[config.mk]
export PLATFORM = sky130hd
export DESIGN_NAME = qdsl_top
export DESIGN_NICKNAME = d
export VERILOG_FILES = /design/src/rtl/qdsl_pkg.sv /design/src/rtl/qdsl_pins_if.sv /design/src/rtl/qdsl_sync.sv /design/src/rtl/qdsl_top.sv
export VERILOG_INCLUDE_DIRS = /design/src /design/src/rtl
export SDC_FILE = /design/constraint.sdc
export NUM_CORES = 1
export LEC_CHECK = 0
export BUFFER_PORTS_ARGS = -buffer_cell sky130_fd_sc_hd__buf_2
export CAP_MARGIN = 20
export CELL_PAD_IN_SITES_DETAIL_PLACEMENT = 0
export CELL_PAD_IN_SITES_GLOBAL_PLACEMENT = 2
export CORE_MARGIN = 10
export CORE_UTILIZATION = 38
export DETAILED_ROUTE_END_ITERATION = 8
export PLACE_DENSITY_LB_ADDON = 0.1
export SLEW_MARGIN = 0
export SYNTH_ARGS = -nofsm -noshare
export SYNTH_HDL_FRONTEND = slang
export SYNTH_HIERARCHICAL = 1
export SYNTH_SLANG_ARGS = --single-unit
[constraint.sdc]
create_clock -name i_mclk -period 1.9 [get_ports i_mclk]
set_input_delay 0.19 -clock i_mclk [delete_from_list [all_inputs] [get_ports i_mclk]]
set_output_delay 0.19 -clock i_mclk [all_outputs]
set_load 0.005 [all_outputs]
[src/rtl/qdsl_defs.svh]
// qdsl_defs.svh: constants for the quad converter serial load control
// assumes inclusion by every qdsl source file that needs word layout or pin order
`ifndef QDSL_DEFS_SVH
`define QDSL_DEFS_SVH

`define QDSL_WORD_BITS   12
`define QDSL_CNT_BITS    4
`define QDSL_CNT_ZERO    4'h0
`define QDSL_CNT_ONE     4'h1
`define QDSL_CNT_LAST    4'hB
`define QDSL_CODE_BITS   8
`define QDSL_NCHAN       4

// word layout, bit 11 is the first bit shifted in
`define QDSL_KIND_POS    11
`define QDSL_SEL_HI      10
`define QDSL_SEL_LO      9
`define QDSL_DRNG_POS    8
`define QDSL_CODE_HI     7
`define QDSL_MODE_POS    9
`define QDSL_CRNG_LSB    5
`define QDSL_SI_LSB      1
`define QDSL_ACT_POS     0

// reset values
`define QDSL_CODE_RST    8'h00
`define QDSL_RNG_RST     4'hF
`define QDSL_SI_RST      4'h0
`define QDSL_WORD_ZERO   12'h000

// pin order at the synchroniser
`define QDSL_NPINS       4
`define QDSL_PIN_CLK     0
`define QDSL_PIN_DATA    1
`define QDSL_PIN_EN      2
`define QDSL_PIN_GLOBAL_HW_ACTIVATE   3
`define QDSL_SYNC_RST    4'h0

`endif

[src/rtl/qdsl_pkg.sv]
// qdsl_pkg: types shared by the serial load control modules
// assumes qdsl_defs.svh is on the include path
`include "qdsl_defs.svh"
package qdsl_pkg;
	typedef logic [`QDSL_CODE_BITS-1:0] qdsl_code_t;
	typedef logic [`QDSL_WORD_BITS-1:0] qdsl_word_t;
	typedef enum logic [0:0] {
		QDSL_WORD_DATA = 1'h0,
		QDSL_WORD_CTRL = 1'h1
	} qdsl_kind_e;
endpackage : qdsl_pkg

[src/rtl/qdsl_pins_if.sv]
// qdsl_pins_if: filtered pin levels and falling-edge pulses
// assumes one producer (synchroniser) and one consumer on i_mclk
`timescale 1ns/100ps
`default_nettype none
`include "qdsl_defs.svh"
interface qdsl_pins_if;
	logic [`QDSL_NPINS-1:0] level;
	logic [`QDSL_NPINS-1:0] fall;
	modport src (output level, output fall);
	modport dst (input level, input fall);
endinterface : qdsl_pins_if
`default_nettype wire

[src/rtl/qdsl_sync.sv]
// qdsl_sync: three-stage synchroniser and falling-edge finder for the serial pins
// assumes pins are asynchronous to i_mclk; a level counts once stages two and three agree
`timescale 1ns/100ps
`default_nettype none
`include "qdsl_defs.svh"
module qdsl_sync (
	input  wire logic                    i_mclk,
	input  wire logic                    i_reset_n,
	input  wire logic [`QDSL_NPINS-1:0]  i_pins,
	qdsl_pins_if.src                     o_pins
);
	logic [`QDSL_NPINS-1:0] stage1;
	logic [`QDSL_NPINS-1:0] stage2;
	logic [`QDSL_NPINS-1:0] stage3;
	logic [`QDSL_NPINS-1:0] level;
	logic [`QDSL_NPINS-1:0] fall;

	always_ff @(posedge i_mclk or negedge i_reset_n) begin
		if (!i_reset_n) begin
			stage1 <= `QDSL_SYNC_RST;
			stage2 <= `QDSL_SYNC_RST;
			stage3 <= `QDSL_SYNC_RST;
		end else begin
			stage1 <= i_pins;
			stage2 <= stage1;
			stage3 <= stage2;
		end
	end

	genvar g;
	generate
		for (g = 0; g < `QDSL_NPINS; g++) begin : g_pin
			always_ff @(posedge i_mclk or negedge i_reset_n) begin
				if (!i_reset_n) begin
					level[g] <= 1'b0;
					fall[g]  <= 1'b0;
				end else begin
					// accepted level moves only when the later stages agree
					if (stage2[g] == stage3[g]) begin
						level[g] <= stage2[g];
					end
					fall[g] <= level[g] & (stage2[g] == stage3[g]) & ~stage2[g];
				end
			end
		end
	endgenerate

	assign o_pins.level = level;
	assign o_pins.fall  = fall;
endmodule : qdsl_sync
`default_nettype wire

[src/rtl/qdsl_top.sv]
// qdsl_top: serial load and update logic of a four-channel 8-bit converter
// assumes serial clock, data, enable and activate pins arrive asynchronously to i_mclk
// Functional notes
// - data bit is taken at each falling edge of the serial clock
// - channel word holds eight data, two select and one range bit
// - each channel code is 8 bits; range bit doubles output gain
// - every held channel code is zero after reset
// - bits shift only while enable is high; otherwise edges ignored
// - mode bit 1 means single-buffered, 0 means double-buffered
// - single-buffered outputs update on the twelfth falling clock edge
// - twelve zero bits resynchronise the word boundary
// - control word setting mode latches all pending channel data
// - once set, the mode bit cannot be cleared until reset
// - double-buffered is default; outputs update only on enable fall
// - repeated words to one channel replace the pending value
// - enable falling ends transfer and latches all pending values
// - double-buffered range changes reach outputs at enable fall
// - select 00,01,10,11 picks channel a,b,c,d
// - control word holds mode, four range, four inhibit, activate bits
// - channel active when inhibit set, or activate and hardware activate
// - reset gives mode 0, ranges 1, inhibits 0, activate 0
`timescale 1ns/100ps
`default_nettype none
`include "qdsl_defs.svh"
module qdsl_top (
	input  wire logic                        i_mclk,
	input  wire logic                        i_reset_n,
	input  wire logic                        i_serial_clk,
	input  wire logic                        i_serial_data,
	input  wire logic                        i_input_enable,
	input  wire logic                        i_global_hw_activate,
	output logic     [`QDSL_CODE_BITS-1:0]   o_output_channel_a,
	output logic     [`QDSL_CODE_BITS-1:0]   o_output_channel_b,
	output logic     [`QDSL_CODE_BITS-1:0]   o_output_channel_c,
	output logic     [`QDSL_CODE_BITS-1:0]   o_output_channel_d,
	output logic     [`QDSL_NCHAN-1:0]       o_range_select_bit,
	output logic     [`QDSL_NCHAN-1:0]       o_channel_active,
	output logic                             o_mode_single
);
	qdsl_pins_if pins ();

	qdsl_sync u_sync (
		.i_mclk    (i_mclk),
		.i_reset_n (i_reset_n),
		.i_pins    ({i_global_hw_activate, i_input_enable, i_serial_data, i_serial_clk}),
		.o_pins    (pins.src)
	);

	function automatic logic chan_hit(input logic [1:0] sel, input int idx);
		chan_hit = (sel == idx[1:0]);
	endfunction : chan_hit

	qdsl_pkg::qdsl_word_t                shift;
	logic [`QDSL_CNT_BITS-1:0]           bit_cnt;
	logic                                mode;
	logic [`QDSL_NCHAN-1:0]              shutdown_inhibit;
	logic                                sw_activate;
	qdsl_pkg::qdsl_code_t                pend_code [`QDSL_NCHAN];
	logic [`QDSL_NCHAN-1:0]              pend_range;
	qdsl_pkg::qdsl_code_t                out_code [`QDSL_NCHAN];
	logic [`QDSL_NCHAN-1:0]              out_range;

	logic                                en_lvl;
	logic                                en_fall;
	logic                                accept;
	qdsl_pkg::qdsl_word_t                next_shift;
	logic                                resync;
	logic                                word_done;
	qdsl_pkg::qdsl_kind_e                kind;
	logic                                ctrl_done;
	logic                                data_done;
	logic                                next_mode;
	logic                                update;
	qdsl_pkg::qdsl_code_t                next_pend_code [`QDSL_NCHAN];
	logic [`QDSL_NCHAN-1:0]              next_pend_range;

	assign en_lvl     = pins.level[`QDSL_PIN_EN];
	assign en_fall    = pins.fall[`QDSL_PIN_EN];
	assign accept     = pins.fall[`QDSL_PIN_CLK] & en_lvl;
	assign next_shift = {shift[`QDSL_WORD_BITS-2:0], pins.level[`QDSL_PIN_DATA]};
	// only the twelfth zero in a row marks a boundary; later zeros count as word bits
	assign resync     = accept & (next_shift == `QDSL_WORD_ZERO) &
		(shift != `QDSL_WORD_ZERO);
	assign word_done  = accept & ~resync & (bit_cnt == `QDSL_CNT_LAST);
	assign kind       = qdsl_pkg::qdsl_kind_e'(next_shift[`QDSL_KIND_POS]);
	assign ctrl_done  = word_done & (kind == qdsl_pkg::QDSL_WORD_CTRL);
	assign data_done  = word_done & (kind == qdsl_pkg::QDSL_WORD_DATA);
	// mode can only be set, never cleared
	assign next_mode  = mode | (ctrl_done & next_shift[`QDSL_MODE_POS]);
	// single-buffered updates at word end, any mode at enable fall
	assign update     = en_fall | (word_done & next_mode);

	// word framing: twelve-bit shift register and bit counter
	always_ff @(posedge i_mclk or negedge i_reset_n) begin
		if (!i_reset_n) begin
			shift   <= `QDSL_WORD_ZERO;
			bit_cnt <= `QDSL_CNT_ZERO;
		end else if (en_fall) begin
			bit_cnt <= `QDSL_CNT_ZERO;
		end else if (accept) begin
			shift <= next_shift;
			if (resync || word_done) begin
				bit_cnt <= `QDSL_CNT_ZERO;
			end else begin
				bit_cnt <= bit_cnt + `QDSL_CNT_ONE;
			end
		end
	end

	// control settings
	always_ff @(posedge i_mclk or negedge i_reset_n) begin
		if (!i_reset_n) begin
			mode             <= 1'b0;
			shutdown_inhibit <= `QDSL_SI_RST;
			sw_activate      <= 1'b0;
		end else begin
			mode <= next_mode;
			if (ctrl_done) begin
				shutdown_inhibit <= next_shift[`QDSL_SI_LSB +: `QDSL_NCHAN];
				sw_activate      <= next_shift[`QDSL_ACT_POS];
			end
		end
	end

	// pending values and output latches per channel
	genvar c;
	generate
		for (c = 0; c < `QDSL_NCHAN; c++) begin : g_chan
			always_comb begin
				next_pend_code[c]  = pend_code[c];
				next_pend_range[c] = pend_range[c];
				if (data_done && chan_hit(next_shift[`QDSL_SEL_HI:`QDSL_SEL_LO], c)) begin
					next_pend_code[c]  = next_shift[`QDSL_CODE_HI:0];
					next_pend_range[c] = next_shift[`QDSL_DRNG_POS];
				end else if (ctrl_done) begin
					next_pend_range[c] = next_shift[`QDSL_CRNG_LSB + c];
				end
			end

			always_ff @(posedge i_mclk or negedge i_reset_n) begin
				if (!i_reset_n) begin
					pend_code[c]  <= `QDSL_CODE_RST;
					pend_range[c] <= 1'b1;
				end else begin
					pend_code[c]  <= next_pend_code[c];
					pend_range[c] <= next_pend_range[c];
				end
			end

			always_ff @(posedge i_mclk or negedge i_reset_n) begin
				if (!i_reset_n) begin
					out_code[c]  <= `QDSL_CODE_RST;
					out_range[c] <= 1'b1;
				end else if (update) begin
					out_code[c]  <= next_pend_code[c];
					out_range[c] <= next_pend_range[c];
				end
			end

			always_ff @(posedge i_mclk or negedge i_reset_n) begin
				if (!i_reset_n) begin
					o_channel_active[c] <= 1'b0;
				end else begin
					o_channel_active[c] <= shutdown_inhibit[c] |
						(sw_activate & pins.level[`QDSL_PIN_GLOBAL_HW_ACTIVATE]);
				end
			end
		end
	endgenerate

	assign o_output_channel_a = out_code[0];
	assign o_output_channel_b = out_code[1];
	assign o_output_channel_c = out_code[2];
	assign o_output_channel_d = out_code[3];
	assign o_range_select_bit = out_range;
	assign o_mode_single      = mode;
endmodule : qdsl_top
`default_nettype wire

==> run summary <==
STA puts the critical path data arrival time at between 2 and 2.5 ns. The via count of the first global-routing pass is between 3000 and 4000. The die outline area came out at 0.0173 mm^2.

The detail-routed via count per cell is about 4.9. The worst-case vdd ir drop came out at 0.537 mV. The floorplan has 40 rows.

The maximum level of the CTS H-tree came out at 4. The worst setup skew after layout came out at 0.00397 ns. The antenna cell count came out at 0. The worst-case setup margin in the final layout is -0.0208 ns. The pin count of the biggest net entering global routing is 40. The estimated wirelength of the detail-placed design is 7020 um.

The maximum frequency from static timing analysis came out at 521 MHz. The initial detailed-routing violation count is between 100 and 150. The critical-path cell with the highest stage delay is dfrtp_1.

The shortest clock period the worst path allows after layout is 1.92 ns. The number of DRC violations after detailed routing is 0. The leakage dissipation is 3.15 nW. The total power draw came out at 6.47 mW. The count of final setup violators came out at 7. The total number of vias is 2988. The worst slack on hold paths came out at 0.307 ns.

The average routed wire per standard cell came out at ~18 um. The clock input transition at the sequential cells of the worst setup and hold paths came out at 0.05 ns. The net total in the final layout is 439. The critical path start-end classification is reg -> reg.

The fraction of final layout cells sized beyond drive strength 1 is 0.533. The starting density of the core is 0.391. The fraction of met1 tracks used by global routing is 0.163. In the layout the commonest cells are dfrtp_1, buf_2, mux2_4, buf_4, mux2_2. The initial antenna violation count came out at 0. The tree is rooted in a clkbuf_16. The number of endpoints with negative hold slack in the final report came out at 0. The wire length after detailed routing is roughly 11000 um. The first global-routing pass estimated 17500 um of wire.

The region available for standard cell placement spans 0.0121 mm^2. The required time of the critical path came out at 2.20 ns. The total power density per cell area is 1010 mW/mm^2. The net count after synthesis came out at 333.

The maximum cell stage delay along the critical path came out at 0.40 ns. Across every metal layer, demand over resource in global routing totals 0.129. The flow ran to the end, but the final reports show violations.

The tree built by TritonCTS fans out to 116 sinks. The die span in y is 131 um. The most common cell after layout, fill and taps aside is dfrtp_1.

In this run the most used layer during global routing was met2. STA classifies the critical path startpoint as a flop. The number of I/O pins is 47. STA classifies the critical path endpoint as a flop. The number of buffers added by the clock tree synthesis step is 17.

The number of routed nets with antenna violations is 0. The share of the clock period used by the worst path is 1.01. The mean area per synthesized cell is between 10 and 15 um^2. The overall overflow remaining after global route is 0. The global placement routability congestion came out at 0.789.

The pin slew with the least headroom to its limit is 0.543 ns. The peak fanout along the critical path is 7. In this design, the critical path's most frequently occurring cell is buf_6. Yosys printed 6 warnings.

Buffers placed on the I/O ports in this run total 46. The TritonCTS clock tree is yes. The synthesis-to-finish area growth came out at 35.4%.

Synthesis produced a netlist whose cell count is 326. The routing usage on met3 came out at 0.0438. The relative slew slack came out at 0.638. The checks that failed: setup timing. The insertion delay of the later-clocked pin in the worst-skew pair is 0.41 ns. Walking the worst path, the cells encountered are buf_6, nor4b_4, and4_4, o21ai_4, buf_6, clkbuf_16, mux2_4. The netlist area before placement came out at 0.00471 mm^2.

The max-capacitance violation count came out at 0. The die span in x is 131 um. The iteration count of the initial detailed-routing pass is 4. The number of cells traversed by the worst register-to-register path came out at 7. The count of final max-slew check failures came out at 0. The maximum clock path buffer count is 2. The global routing met2 resource utilization is 0.192.

The path class of the tightest hold or removal check is in -> async. Setup repair after global routing could not meet its margin everywhere.
[sequential cells by signal, indices dropped and copies added (netlist names), 2 cells and up]
name,flops
o_output_channel_c,8
shift,12
pend_range,4
u_sync/stage2,4
bit_cnt,4
o_output_channel_a,8
o_range_select_bit,4
u_sync/o_pins.fall,2
u_sync/stage1,4
o_output_channel_d,8
u_sync/o_pins.level,4
u_sync/stage3,4
pend_code,32
shutdown_inhibit,4
o_channel_active,4
o_output_channel_b,8
[what timing repair did]
item                       in CTS  in global routing
hold buffers                    5                  0
gates cloned                    0                  2
hold endpoints to repair       34                  0
setup buffers                   0                 14
pin swaps                       3                 10
resized for setup               4                 40
setup endpoints to repair      26                 47
[final cells by class]
class | instances | area [um^2]
flip-flops and latches | 116 | 2910
well taps | 168 | 210
fillers | 1044 | 5680
clock inverters | 12 | 158
repair buffers | 103 | 832
inverters | 6 | 22.5
clock buffers | 20 | 437
multi-input cells | 188 | 1810
[path summary, 6_finish.rpt]
| kind | from | to | slack (ns) |
|---|---|---|---|
| max in group asynchronous | i_reset_n | pend_range[0]$_DFF_PN1_ | 0.98 |
| setup reg to reg | shift[10]$_DFFE_PN0P_ | o_output_channel_b[1]$_DFFE_PN0P_ | -0.02 |
| hold / removal | i_reset_n | o_channel_active[3]$_DFF_PN0_ | 0.31 |
| hold reg to reg | u_sync/stage1[1]$_DFF_PN0_ | u_sync/stage2[1]$_DFF_PN0_ | 0.35 |
| setup / recovery | shift[10]$_DFFE_PN0P_ | o_output_channel_b[1]$_DFFE_PN0P_ | -0.02 |
| min in group i_mclk | u_sync/stage1[1]$_DFF_PN0_ | u_sync/stage2[1]$_DFF_PN0_ | 0.35 |
[power by group]
part,internal [mW],switching (mW),leakage [nW]
Clock,2.06,1.14,0.268
Combinational,0.280,0.330,1.35
Sequential,2.58,0.0789,1.53
Total,4.92,1.55,3.15
[routing by layer]
layer  routed length (um)  vias to the layer above
met5                    0                        -
met4                  236                        0
met3                  473                       21
met2                 4910                       53
met1                 5320                     1510
li1                     -                     1404
[worst max-delay path, delay by kind of cell, from the launching register on]
kind / cells / cell delay [ns]
AO/OA/AOI/OAI: 1 / 0.08
buffers and inverters: 3 / 0.44
flip-flops: 1 / 0.40
multiplexers: 1 / 0.29
AND/OR/NAND/NOR: 2 / 0.58
[metrics by stage]
step	std cells	util	TNS [ns]	worst slack [ns]	instance area [um^2]
global route	613	0.529	-1.36	-0.0823	6380
detailed placement	560	0.448	-0.496	-0.0311	5400
global placement	560	0.448	-0.155	-0.0200	5400
finish	613	0.529	-0.107	-0.0208	6380
CTS	597	0.503	0	0.0157	6070
floorplan	326	-	0	0.0318	4710
Power figures use the tool's default switching activity.
